[src/inc/cpu_opcode_map.vh]
`ifndef CPU_OPCODE_MAP_VH
`define CPU_OPCODE_MAP_VH

// Addressing modes reported on opMode.
`define MODE_IMM 3'h0
`define MODE_DIR 3'h1
`define MODE_EXT 3'h2
`define MODE_IX 3'h3
`define MODE_IX1 3'h4
`define MODE_IX2 3'h5
`define MODE_REL 3'h6
`define MODE_NONE 3'h7

// Upper opcode nibbles that select a mode.
`define NIB_IMM 4'ha
`define NIB_DIR 4'hb
`define NIB_EXT 4'hc
`define NIB_IX2 4'hd
`define NIB_IX1 4'he
`define NIB_IX 4'hf
`define NIB_BRANCH 4'h2

// Register/memory operations, from the lower opcode nibble.
`define OP_MINUS 4'h0
`define OP_COMPARE_ACCUMULATOR 4'h1
`define OP_MINUS_WITH_BORROW 4'h2
`define OP_COMPARE_INDEX 4'h3
`define OP_AND 4'h4
`define OP_BIT_TEST 4'h5
`define OP_LOAD_ACCUMULATOR 4'h6
`define OP_SAVE_ACCUMULATOR 4'h7
`define OP_XOR_INTO_ACCUMULATOR 4'h8
`define OP_ADD_WITH_CARRY 4'h9
`define OP_OR_INTO_ACCUMULATOR 4'ha
`define OP_ADD 4'hb
`define OP_JUMP_OP 4'hc
`define OP_JUMP_CALL 4'hd
`define OP_LOAD_INDEX 4'he
`define OP_SAVE_INDEX 4'hf

// Instruction lengths in bytes.
`define LEN_IMM 2'h2
`define LEN_DIR 2'h2
`define LEN_EXT 2'h3
`define LEN_IX 2'h1
`define LEN_IX1 2'h2
`define LEN_IX2 2'h3
`define LEN_BRANCH 2'h2
`define LEN_NONE 2'h1

// Execution cycles of loads, arithmetic, logic, compare and bit test.
`define CYC_IMM 3'h2
`define CYC_DIR 3'h3
`define CYC_EXT 3'h4
`define CYC_IX 3'h3
`define CYC_IX1 3'h4
`define CYC_IX2 3'h5

// Adjustments for stores, jumps and subroutine jumps.
`define CYC_SAVE_EXTRA 3'h1
`define CYC_JUMP_LESS 3'h1
`define CYC_CALL_EXTRA 3'h2

// Relative branches and the relative subroutine call.
`define CYC_BRANCH 3'h3
`define OPC_CALL_RELATIVE 8'had
`define CYC_CALL_RELATIVE 3'h6
`define CYC_NONE 3'h1

// Branch condition codes, from the lower nibble of a 2x opcode.
`define BR_ALWAYS 4'h0
`define BR_NEVER 4'h1
`define BR_HIGHER 4'h2
`define BR_LOWER_SAME 4'h3
`define BR_CARRY_CLEAR 4'h4
`define BR_CARRY_SET 4'h5
`define BR_NOT_EQUAL 4'h6
`define BR_EQUAL 4'h7
`define BR_HALFCARRY_CLEAR 4'h8
`define BR_HALFCARRY_SET 4'h9
`define BR_PLUS 4'ha
`define BR_MINUS 4'hb
`define BR_MASK_CLEAR 4'hc
`define BR_MASK_SET 4'hd
`define BR_IRQ_LOW 4'he
`define BR_IRQ_HIGH 4'hf

`endif

[src/rtl/branch_condition_eval.v]
`timescale 1ns/1ps
`default_nettype none
`include "cpu_opcode_map.vh"

// Pure combinational test of one relative-branch condition.
module branch_condition_eval (
   // Condition selector, the lower nibble of the branch opcode.
   input wire [3:0] condSel,
   // Condition code flags and the interrupt pin level.
   input wire flagCarry,
   input wire flagZero,
   input wire flagNegative,
   input wire flagHalf,
   input wire flagMask,
   input wire irqPin,
   // High when the branch is to be taken.
   output reg takeBranch
);

   // One branch per code; the 24 and 25 encodings double as the unsigned forms.
   always @* begin
      case (condSel)
         `BR_ALWAYS: takeBranch = 1'b1;
         `BR_NEVER: takeBranch = 1'b0;
         `BR_HIGHER: takeBranch = ~(flagCarry | flagZero);
         `BR_LOWER_SAME: takeBranch = flagCarry | flagZero;
         `BR_CARRY_CLEAR: takeBranch = ~flagCarry;
         `BR_CARRY_SET: takeBranch = flagCarry;
         `BR_NOT_EQUAL: takeBranch = ~flagZero;
         `BR_EQUAL: takeBranch = flagZero;
         `BR_HALFCARRY_CLEAR: takeBranch = ~flagHalf;
         `BR_HALFCARRY_SET: takeBranch = flagHalf;
         `BR_PLUS: takeBranch = ~flagNegative;
         `BR_MINUS: takeBranch = flagNegative;
         `BR_MASK_CLEAR: takeBranch = ~flagMask;
         `BR_MASK_SET: takeBranch = flagMask;
         `BR_IRQ_LOW: takeBranch = ~irqPin;
         `BR_IRQ_HIGH: takeBranch = irqPin;
         default: takeBranch = 1'b0;
      endcase
   end

endmodule

`default_nettype wire

[src/rtl/cpu_opcode_decode_timing.v]
`timescale 1ns/1ps
`default_nettype none
`include "cpu_opcode_map.vh"

module cpu_opcode_decode_timing (
   // Clock and reset.
   input wire mclk,
   input wire nrst,
   // Instruction byte from program memory, with its first operand byte.
   input wire fetchValid,
   input wire [7:0] fetchByte,
   input wire [7:0] operandByte,
   output wire fetchReady,
   // Core state that the decoder reads.
   input wire [7:0] accIn,
   input wire flagCarry,
   input wire flagZero,
   input wire flagNegative,
   input wire flagHalf,
   input wire flagMask,
   input wire irqPin,
   // Decoded instruction.
   output reg decValid_q,
   output reg [2:0] opMode_q,
   output reg [3:0] aluOp_q,
   output reg [1:0] instrLength_q,
   output reg [2:0] instrCycles_q,
   output reg isRegMem_q,
   output reg isBranch_q,
   output reg branchTaken_q,
   output reg pushReturn_q,
   output reg illegalOp_q,
   // Accumulator write-back for loads and logical operations.
   output reg accWrite_q,
   output reg [7:0] accResult_q
);

   // One-hot states of the sequencer.
   localparam [1:0] ST_IDLE = 2'h1;
   localparam [1:0] ST_EXEC = 2'h2;

   // Maps an upper nibble to its addressing mode.
   function [2:0] mode_of;
      input [3:0] hiNib;
      begin
         case (hiNib)
            `NIB_IMM: mode_of = `MODE_IMM;
            `NIB_DIR: mode_of = `MODE_DIR;
            `NIB_EXT: mode_of = `MODE_EXT;
            `NIB_IX: mode_of = `MODE_IX;
            `NIB_IX1: mode_of = `MODE_IX1;
            `NIB_IX2: mode_of = `MODE_IX2;
            `NIB_BRANCH: mode_of = `MODE_REL;
            default: mode_of = `MODE_NONE;
         endcase
      end
   endfunction

   // Byte length of an instruction in a given mode.
   function [1:0] length_of;
      input [2:0] mode;
      begin
         case (mode)
            `MODE_IMM: length_of = `LEN_IMM;
            `MODE_DIR: length_of = `LEN_DIR;
            `MODE_EXT: length_of = `LEN_EXT;
            `MODE_IX: length_of = `LEN_IX;
            `MODE_IX1: length_of = `LEN_IX1;
            `MODE_IX2: length_of = `LEN_IX2;
            `MODE_REL: length_of = `LEN_BRANCH;
            default: length_of = `LEN_NONE;
         endcase
      end
   endfunction

   // Base cycle count of the load/arithmetic class in a given mode.
   function [2:0] base_cycles;
      input [2:0] mode;
      begin
         case (mode)
            `MODE_IMM: base_cycles = `CYC_IMM;
            `MODE_DIR: base_cycles = `CYC_DIR;
            `MODE_EXT: base_cycles = `CYC_EXT;
            `MODE_IX: base_cycles = `CYC_IX;
            `MODE_IX1: base_cycles = `CYC_IX1;
            `MODE_IX2: base_cycles = `CYC_IX2;
            default: base_cycles = `CYC_NONE;
         endcase
      end
   endfunction

   // Sequencer state and the count of busy cycles still to run.
   reg [1:0] state_q;
   reg [1:0] state_d;
   reg [2:0] busyCnt_q;
   reg [2:0] busyCnt_d;

   // Combinational decode of the byte on fetchByte.
   reg [2:0] decMode;
   reg [3:0] decOp;
   reg [1:0] decLen;
   reg [2:0] decCycles;
   reg decRegMem;
   reg decBranch;
   reg decPush;
   reg decIllegal;
   reg decAccWrite;
   reg [7:0] decAccResult;

   // Branch condition result for the current opcode.
   wire condTrue;

   // An opcode is taken on a cycle where fetchValid meets fetchReady.
   wire takeOp;

   // The decoder only accepts a new opcode once the last one has run out.
   assign fetchReady = state_q[0];
   assign takeOp = fetchValid & fetchReady;

   // Condition evaluation lives in its own module to keep the table readable.
   branch_condition_eval condEval (
      .condSel(fetchByte[3:0]),
      .flagCarry(flagCarry),
      .flagZero(flagZero),
      .flagNegative(flagNegative),
      .flagHalf(flagHalf),
      .flagMask(flagMask),
      .irqPin(irqPin),
      .takeBranch(condTrue)
   );

   // Main decode: mode, operation, length, cycle count and write-back.
   always @* begin
      decMode = mode_of(fetchByte[7:4]);
      decOp = fetchByte[3:0];
      decLen = length_of(decMode);
      decCycles = `CYC_NONE;
      decRegMem = 1'b0;
      decBranch = 1'b0;
      decPush = 1'b0;
      decIllegal = 1'b0;
      decAccWrite = 1'b0;
      decAccResult = accIn;
      if (fetchByte == `OPC_CALL_RELATIVE) begin
         // The immediate slot of the call column is the relative call.
         decMode = `MODE_REL;
         decLen = `LEN_BRANCH;
         decCycles = `CYC_CALL_RELATIVE;
         decBranch = 1'b1;
         decPush = 1'b1;
      end else if (decMode == `MODE_REL) begin
         // Every relative branch has the same length and timing.
         decCycles = `CYC_BRANCH;
         decBranch = 1'b1;
      end else if (decMode == `MODE_NONE) begin
         // Opcodes of other groups are flagged and pass in one cycle.
         decIllegal = 1'b1;
         decLen = `LEN_NONE;
      end else begin
         decRegMem = 1'b1;
         decCycles = base_cycles(decMode);
         case (decOp)
            `OP_SAVE_ACCUMULATOR, `OP_SAVE_INDEX: begin
               // Stores write memory, so they cost one extra cycle.
               decCycles = base_cycles(decMode) + `CYC_SAVE_EXTRA;
            end
            `OP_JUMP_OP: begin
               // A jump only forms an address, one cycle less than a load.
               decCycles = base_cycles(decMode) - `CYC_JUMP_LESS;
            end
            `OP_JUMP_CALL: begin
               // A subroutine jump also pushes the return address.
               decCycles = base_cycles(decMode) + `CYC_CALL_EXTRA;
               decPush = 1'b1;
            end
            `OP_AND: begin
               decAccWrite = 1'b1;
               decAccResult = accIn & operandByte;
            end
            `OP_XOR_INTO_ACCUMULATOR: begin
               decAccWrite = 1'b1;
               decAccResult = accIn ^ operandByte;
            end
            `OP_OR_INTO_ACCUMULATOR: begin
               decAccWrite = 1'b1;
               decAccResult = accIn | operandByte;
            end
            `OP_LOAD_ACCUMULATOR: begin
               decAccWrite = 1'b1;
               decAccResult = operandByte;
            end
            default: begin
               // Arithmetic, compare and bit test keep the base count.
               decAccWrite = 1'b0;
            end
         endcase
         // Stores and jumps have no immediate form.
         if ((decMode == `MODE_IMM) &&
             ((decOp == `OP_SAVE_ACCUMULATOR) || (decOp == `OP_SAVE_INDEX) ||
              (decOp == `OP_JUMP_OP) || (decOp == `OP_JUMP_CALL))) begin
            decIllegal = 1'b1;
            decRegMem = 1'b0;
            decPush = 1'b0;
            decAccWrite = 1'b0;
            decAccResult = accIn;
            decCycles = `CYC_NONE;
            decLen = `LEN_NONE;
         end
      end
   end

   // Next state: hold off new opcodes until the cycle count has run.
   always @* begin
      state_d = state_q;
      busyCnt_d = busyCnt_q;
      case (state_q)
         ST_IDLE: begin
            // The taking cycle is the first of the instruction's cycles.
            if (takeOp && (decCycles > `CYC_NONE)) begin
               busyCnt_d = decCycles - `CYC_NONE;
               state_d = ST_EXEC;
            end
         end
         ST_EXEC: begin
            // Count down the remaining cycles, then accept again.
            busyCnt_d = busyCnt_q - 3'h1;
            if (busyCnt_q == 3'h1) begin
               state_d = ST_IDLE;
            end
         end
         default: begin
            // Recover from any illegal state code.
            state_d = ST_IDLE;
            busyCnt_d = 3'h0;
         end
      endcase
   end

   // Sequencer registers.
   always @(posedge mclk or negedge nrst) begin
      if (!nrst) begin
         state_q <= ST_IDLE;
         busyCnt_q <= 3'h0;
      end else begin
         state_q <= state_d;
         busyCnt_q <= busyCnt_d;
      end
   end

   // Decoded fields are latched when an opcode is taken and held after.
   always @(posedge mclk or negedge nrst) begin
      if (!nrst) begin
         opMode_q <= `MODE_NONE;
         aluOp_q <= 4'h0;
         instrLength_q <= `LEN_NONE;
         instrCycles_q <= `CYC_NONE;
         isRegMem_q <= 1'b0;
         isBranch_q <= 1'b0;
         branchTaken_q <= 1'b0;
         pushReturn_q <= 1'b0;
         illegalOp_q <= 1'b0;
         accResult_q <= 8'h00;
      end else if (takeOp) begin
         opMode_q <= decMode;
         aluOp_q <= decOp;
         instrLength_q <= decLen;
         instrCycles_q <= decCycles;
         isRegMem_q <= decRegMem;
         isBranch_q <= decBranch;
         // The relative call always branches; 2x opcodes test their flag.
         branchTaken_q <= decPush ? decBranch : (decBranch & condTrue);
         pushReturn_q <= decPush;
         illegalOp_q <= decIllegal;
         accResult_q <= decAccResult;
      end
   end

   // Pulses are one cycle wide so a consumer never acts twice on one opcode.
   always @(posedge mclk or negedge nrst) begin
      if (!nrst) begin
         decValid_q <= 1'b0;
         accWrite_q <= 1'b0;
      end else begin
         decValid_q <= takeOp;
         accWrite_q <= takeOp & decAccWrite;
      end
   end

endmodule

`default_nettype wire
[config.mk]
export PLATFORM = sky130hd
export DESIGN_NAME = cpu_opcode_decode_timing
export DESIGN_NICKNAME = d
export VERILOG_FILES = /design/src/rtl/branch_condition_eval.v /design/src/rtl/cpu_opcode_decode_timing.v
export VERILOG_INCLUDE_DIRS = /design/src /design/src/inc
export SDC_FILE = /design/constraint.sdc
export NUM_CORES = 1
export LEC_CHECK = 0
export BUFFER_PORTS_ARGS = -buffer_cell sky130_fd_sc_hd__buf_4
export CORE_MARGIN = 2
export CORE_UTILIZATION = 45
export CTS_CLUSTER_DIAMETER = 40
export DETAILED_ROUTE_END_ITERATION = 7
export GPL_TIMING_DRIVEN = 0
export PLACE_DENSITY = 0.69
export SLEW_MARGIN = 20
export SYNTH_ARGS = -nofsm -noshare
export SYNTH_HDL_FRONTEND = slang
export SYNTH_HIERARCHICAL = 1
export SYNTH_SLANG_ARGS = --single-unit
[constraint.sdc]
create_clock -name mclk -period 3.27 [get_ports mclk]
set_input_delay 0.1635 -clock mclk [delete_from_list [all_inputs] [get_ports mclk]]
set_output_delay 0.1635 -clock mclk [all_outputs]
set_load 0.005 [all_outputs]
==> results.yml, run 1 <==
route:
  vias: 2355
  route.detailed.drc: 0
  wire_per_inst_um: 14.5
  vias_per_cell: 5.43
  drtPass1Iterations: 5
  wl_um: 6310
  first_iter_violations: 130
  antenna_left: 0
final_layout:
  fin_area_um2: 3290
  syn_to_final_growth_pct: 26.2
  layout_common_cells: "buf_4, nand2_1, inv_1, o21ai_0, dfrtp_1"
  fin_nets: 418
  final.fill_count: 530
  final_common_cell: "buf_4"
  drive_above_1_share_pct: 27.6
  n_antenna_cell: 0
  postLayoutCoreUtil_pct: 59.3
logic_synthesis:
  syn-num-nets: 352
  synth-seq-cells: 32
  avgSynthCellArea_um2: 8.83
  yosysSeqAreaShare_pct: 31.0
  syn_area_um2: 2600
  synth-edff-count: 0
  yosys.area.top_type: "dfrtp_1"
  yosys.area.top_type_share_pct: 25.0
  synth_area_leaders: "dfrtp_1, ha_1, mux2i_1"
  synth_cell_types: 57
  postSynthCellCount: 295
  yosys_warnings: 6
  ys.flop_type: "dfrtp_1"
  async_flop_share_pct: 100
power:
  powerDensity_nw_per_um2: 507
  sequentialPowerShare_pct: 37.3
  ir_worst_vdd_mv: 0.251
  p_leak_nw: 1.55
  comb_power_share_pct: 39.0
  p_int_mw: 1.12
  p_clk_share_pct: 23.7
  power_switching_mw: 0.550
  swShare_pct: 33.0
grt:
  grt-ovfl-total: 0
  grt_max_degree: 33
  grt_pass1_wl_um: 10500
  grt_pass1_vias: 2236
  antenna_found_initial: 0
  gr-usage-all-layers_pct: 20.5
clock_tree:
  clockBufferDepth: 2
  postCtsSetupBuffers: 0
  numClockSinks: 32
  clkLatencyLatePin_ps: 290
  clk_pin_slew_ps: 80
  numCtsBuffers: 5
  cts_tree: "built"
  root_buffer: "clkbuf_8"
  htreeDepth: 2
sta:
  relSlewSlack_pct: 60.1
  min_period_ps: 3080
  worst_pin_slew_ps: 599
  final_hold_viol_count: 0
  finalMaxSlewViolations: 0
  finalSetupViolations: 0
  finalCritPeriodShare_pct: 94.2
  rsz0062_at_grt: "false"
  holdWs_ps: 177
  clock_skew_ps: 3.31
  setup_slack_ps: 188
  fmax_ghz: 0.324
worst_setup_path:
  path_class: "in -> reg"
  endpoint_kind: "flop"
  cp_cell_sequence: "buf_4 -> nor2b_1 -> or2_2 -> ha_1 -> nor3_2 -> xnor2_1 -> ha_1 -> o21ai_0 -> a22oi_1 -> nor2_2 -> ha_1 -> nor2_1 -> o31a_1 -> or3b_4 -> mux2_4"
  cp.required_ps: 3450
  crit_slowest_cell: "or3b_4"
  cpPeakStageDelay_ps: 450
  crit_family: "simple AND/OR/NAND/NOR gates"
  cp_max_fo: 14
  crit_buf_inv: 1
  critPathMostFrequentCell: "ha_1"
  arrival_ps: 3260
  startpoint_type: "input pin"
floorplan:
  dieHeight_um: 80.1
  core-area_um2: 5540
  placementRows: 27
  die_w_um: 80.1
  start_util_pct: 47.0
  ios: 61
  dieArea_um2: 6410
run_status:
  status: "completed"
placed_design:
  placed_area_um2: 3140
  dp_hpwl_um: 4700
  finalWeightedCongestion: 0.932
  dp_slack_ps: -513
  port_buffers: 60
flow_run:
  drv_cap: 0
worst_hold_path:
  hold_class: "in -> reg"
synth_stat cells, drive strengths merged, types with 2 or more instances:
cell type and instances:
or2 4, dfstp 6, mux2 9, nor3 2, ha 24, nor2b 3, a31oi 5, o311ai 6
a21o 3, o22ai 3, a21oi 13, nand3b 4, nand2 31, or3b 4, nor3b 2, o21ai 30
o211ai 6, inv 29, dfrtp 26, nand2b 3, buf 5, and3 2, nor2 12, o31ai 2
mux2i 21, nor4b 3, o22a 2, o21bai 2, clkbuf 10
power groups by stage:
stage / Sequential, mW / Combinational [mW] / Clock (mW)
after floorplan: 0.624 / 0.339 / 0
after global placement: 0.628 / 0.636 / 0
after detailed placement: 0.630 / 0.650 / 0
after CTS: 0.624 / 0.656 / 0.403
after global routing: 0.640 / 0.734 / 0.418
final: 0.622 / 0.650 / 0.395
through the flow:
stage                     instances  total power, mW  setup TNS [ps]
after floorplan                 295            0.963               0
after global placement          427             1.26           -1480
after detailed placement        427             1.28           -1720
after CTS                       434             1.68               0
after global routing            434             1.79               0
final                           434             1.67               0
state kept, by name, summed over array words and instances, names as in the netlist, 2 cells and up:
signal / count
state_q: 2
busyCnt_q: 3
instrCycles_q: 3
instrLength_q: 2
opMode_q: 3
aluOp_q: 4
accResult_q: 8
final cells by class:
cell class	instances	area, um2	area share (%)
Multi-Input combinational cell	218	1640	49.8
Buffer	13	65.1	1.98
Clock buffer	5	68.8	2.09
Timing Repair Buffer	61	460	14.0
Tap cell	72	90.1	2.74
Sequential cell	32	808	24.6
Inverter	30	113	3.43
Clock inverter	3	46.3	1.41
worst register-to-register path: cells and delay by family (launching register included):
kind            cells  cell delay [ps]
flops               1              400
simple gates        1              170
buf+inv             2              900
compound gates      1              190
kinds of logic after synthesis:
kind of cell | after synthesis | share of synthesized area [%]
AO/OA/AOI/OAI | 81 | 19.8
XOR/XNOR | 2 | 0.673
adder cells (fa/ha/maj) | 24 | 11.5
buffers and inverters | 45 | 7.11
flip-flops | 32 | 31.0
multiplexers | 30 | 12.3
AND/OR/NAND/NOR | 81 | 17.6
worst paths after layout:
kind | from | cells past startpoint | endpoint | slack, ps
min in group asynchronous | nrst | 2 | busyCnt_q[1]$_DFFE_PN0P_ | 350
min | accIn[3] | 3 | accResult_q[3]$_DFFE_PN0P_ | 180
max in group asynchronous | nrst | 2 | opMode_q[2]$_DFFE_PN1P_ | 2590
max | fetchByte[6] | 15 | busyCnt_q[0]$_DFFE_PN0P_ | 190
max reg2reg | state_q[0]$_DFFE_PN1P_ | 4 | isRegMem_q$_DFFE_PN0P_ | 1480
min reg2reg | instrCycles_q[1]$_DFFE_PN0P_ | 2 | instrCycles_q[1]$_DFFE_PN0P_ | 490
layer usage:
layer / track usage (%) / up-vias / share of wire (%)
li1: - / 1187 / -
met1: 26.4 / 1097 / 45
met2: 35.2 / 62 / 48
met3: 4.61 / 9 / 5.5
met4: 4.24 / 0 / 1.5
met5: 0 / - / 0
repair_timing:
action                                  4_1_cts  5_1_grt
hold endpoints to repair                     26        0
gates resized for setup                       2        3
pin swaps                                     0        0
endpoints found under the setup margin        3        2
hold buffers                                  1        0
(Power assumes the default switching activity.)
==> inputs of run 2 (changes only) <==
CORE_UTILIZATION = 59   (was 45)
PLACE_DENSITY = 0.86   (was 0.69)
==> run 2 against run 1 <==
Sequential power grew 1%; routed wire length shrank 0.29%; die area shrank 23%; worst setup slack lost 45 ps; critical path type unchanged; clock skew grew 4.9 ps; highest routed layer unchanged; fmax shrank 1.4%.
==> results.yml, run 2 (synthesized netlist as in run 1, its figures left out) <==
worst_setup_path:
  endpoint_kind: "flop"
  path_class: "in -> reg"
  reg2reg_from: "state_q[0]$_DFFE_PN1P_"
  startpoint_type: "input pin"
  arrival_ps: 3310
  cp_max_fo: 14
  cp-startpoint: "fetchByte[6]"
  reg2reg_slack_ps: 1560
  cp.required_ps: 3450
clock_tree:
  numClockSinks: 32
  clkLatencyLatePin_ps: 290
  root_buffer: "clkbuf_8"
  numCtsBuffers: 5
  clk_pin_slew_ps: 70
  clockBufferDepth: 2
  htreeDepth: 2
  cts_tree: "built"
sta:
  fmax_ghz: 0.320
  finalSetupViolations: 0
  min_period_ps: 3130
  clock_skew_ps: 8.17
  setup_tns_ps: 0
  rsz0062_at_grt: "false"
  relSlewSlack_pct: 59.4
  finalMaxSlewViolations: 0
  holdWs_ps: 176
  worst_pin_slew_ps: 593
  final_hold_viol_count: 0
  finalCritPeriodShare_pct: 95.6
final_layout:
  layout_common_cells: "buf_4, nand2_1, inv_1, o21ai_0, dfrtp_1"
  n_antenna_cell: 0
  largest_register_ffs: 8
  seq_area_um2: 808
  final_cells: 414
  drive_above_1_share_pct: 27.3
  largest_register: "accResult_q"
  final_common_cell: "buf_4"
  reg_top3: "accResult_q x8, aluOp_q x4"
  fin_nets: 418
  multi_input_area_um2: 1620
  final.fill_count: 325
  syn_to_final_growth_pct: 24.6
worst_hold_path:
  hold_class: "in -> reg"
  hp-start: "accIn[2]"
grt:
  grt-ovfl-total: 0
  grt_pass1_wl_um: 10700
  grt_max_degree: 33
  grt_pass1_vias: 2443
  antenna_found_initial: 0
  gr-usage-all-layers_pct: 26.6
route:
  drtPass1Iterations: 5
  antenna_left: 0
  vias_per_cell: 5.93
  first_iter_violations: 174
  route.detailed.drc: 0
  wl_um: 6290
  wire_per_inst_um: 15.2
  vias: 2453
floorplan:
  dieArea_um2: 4960
  start_util_pct: 60.6
  die_w_um: 70.4
  ios: 61
  placementRows: 24
  dieHeight_um: 70.4
  core-area_um2: 4290
power:
  powerDensity_nw_per_um2: 511
  ir_worst_vdd_mv: 0.293
  p_leak_nw: 1.55
placed_design:
  finalWeightedCongestion: 0.949
  dp.cells: 407
  dp_hpwl_um: 4670
  port_buffers: 60
run_status:
  status: "completed"
flow_run:
  drv_cap: 0
[run 2: cell types whose count changed in the layout (fill, tap and decap cells not counted)]
cell / delta
a21oi_2: +1
a31oi_2: -1
a31oi_1: +1
inv_6: -1
clkinv_2: +1
a21oi_4: -1
[run 2: worst paths after layout]
path / end / cells past startpoint
max: busyCnt_q[1]$_DFFE_PN0P_ / 13
min: accResult_q[2]$_DFFE_PN0P_ / 3
max reg2reg: busyCnt_q[1]$_DFFE_PN0P_ / 4
min reg2reg: accResult_q[1]$_DFFE_PN0P_ / 2
max in group asynchronous: opMode_q[2]$_DFFE_PN1P_ / 2
min in group asynchronous: busyCnt_q[0]$_DFFE_PN0P_ / 2
[run 2: layout make-up]
cell class | instances | share of cell area [%]
clock buffer | 5 | 2.12
timing repair buffer | 61 | 14.2
clock inverter | 3 | 1.31
multi-input combinational | 218 | 50.0
tap | 52 | 2.01
buffer | 13 | 2.01
sequential | 32 | 24.9
inverter | 30 | 3.47
[run 2: metal layers]
| layer | wire length (um) | vias to the layer above | part of all wire, % | GRT usage [%] |
|---|---|---|---|---|
| met1 | 2490 | 1166 | 40 | 30.4 |
| met4 | 62 | 0 | 0.99 | 8.97 |
| met5 | 0 | - | 0 | 0 |
| met3 | 407 | 6 | 6.5 | 6.49 |
| li1 | - | 1191 | - | - |
| met2 | 3330 | 90 | 53 | 48.1 |
[run 2: critical path: stages]
cell and delay [ps]:
buf_4 170, nor2b_1 200, or2_2 310, ha_1 250, nor3_2 280, xnor2_1 120
ha_1 190, inv_1 50, o311ai_0 170, a2111o_1 490, a31oi_1 390, or3b_4 230
mux2_4 300
[run 2: power by group]
group	leakage [nW]	internal, mW	switching, mW
Sequential	0.393	0.542	0.0857
Combinational	1.10	0.344	0.303
Clock	0.0541	0.225	0.158
[run 2: stage by stage]
step	power [mW]	setup slack [ps]	instance area, um2	util [%]
3_3_place_gp	1.25	-391	3120	72.6
4_1_cts	1.66	52.2	3230	75.3
5_1_grt	1.76	22.1	3240	75.6
2_1_floorplan	0.963	85.5	2600	-
3_5_place_dp	1.28	-465	3120	72.6
6_report	1.66	144	3240	75.6
[run 2: repair_timing]
action | in CTS | in global routing
hold endpoints to repair | 26 | 0
resized for setup | 0 | 3
buffers inserted | 0 | 0
hold buffers | 1 | 0
setup endpoints to repair | 2 | 3
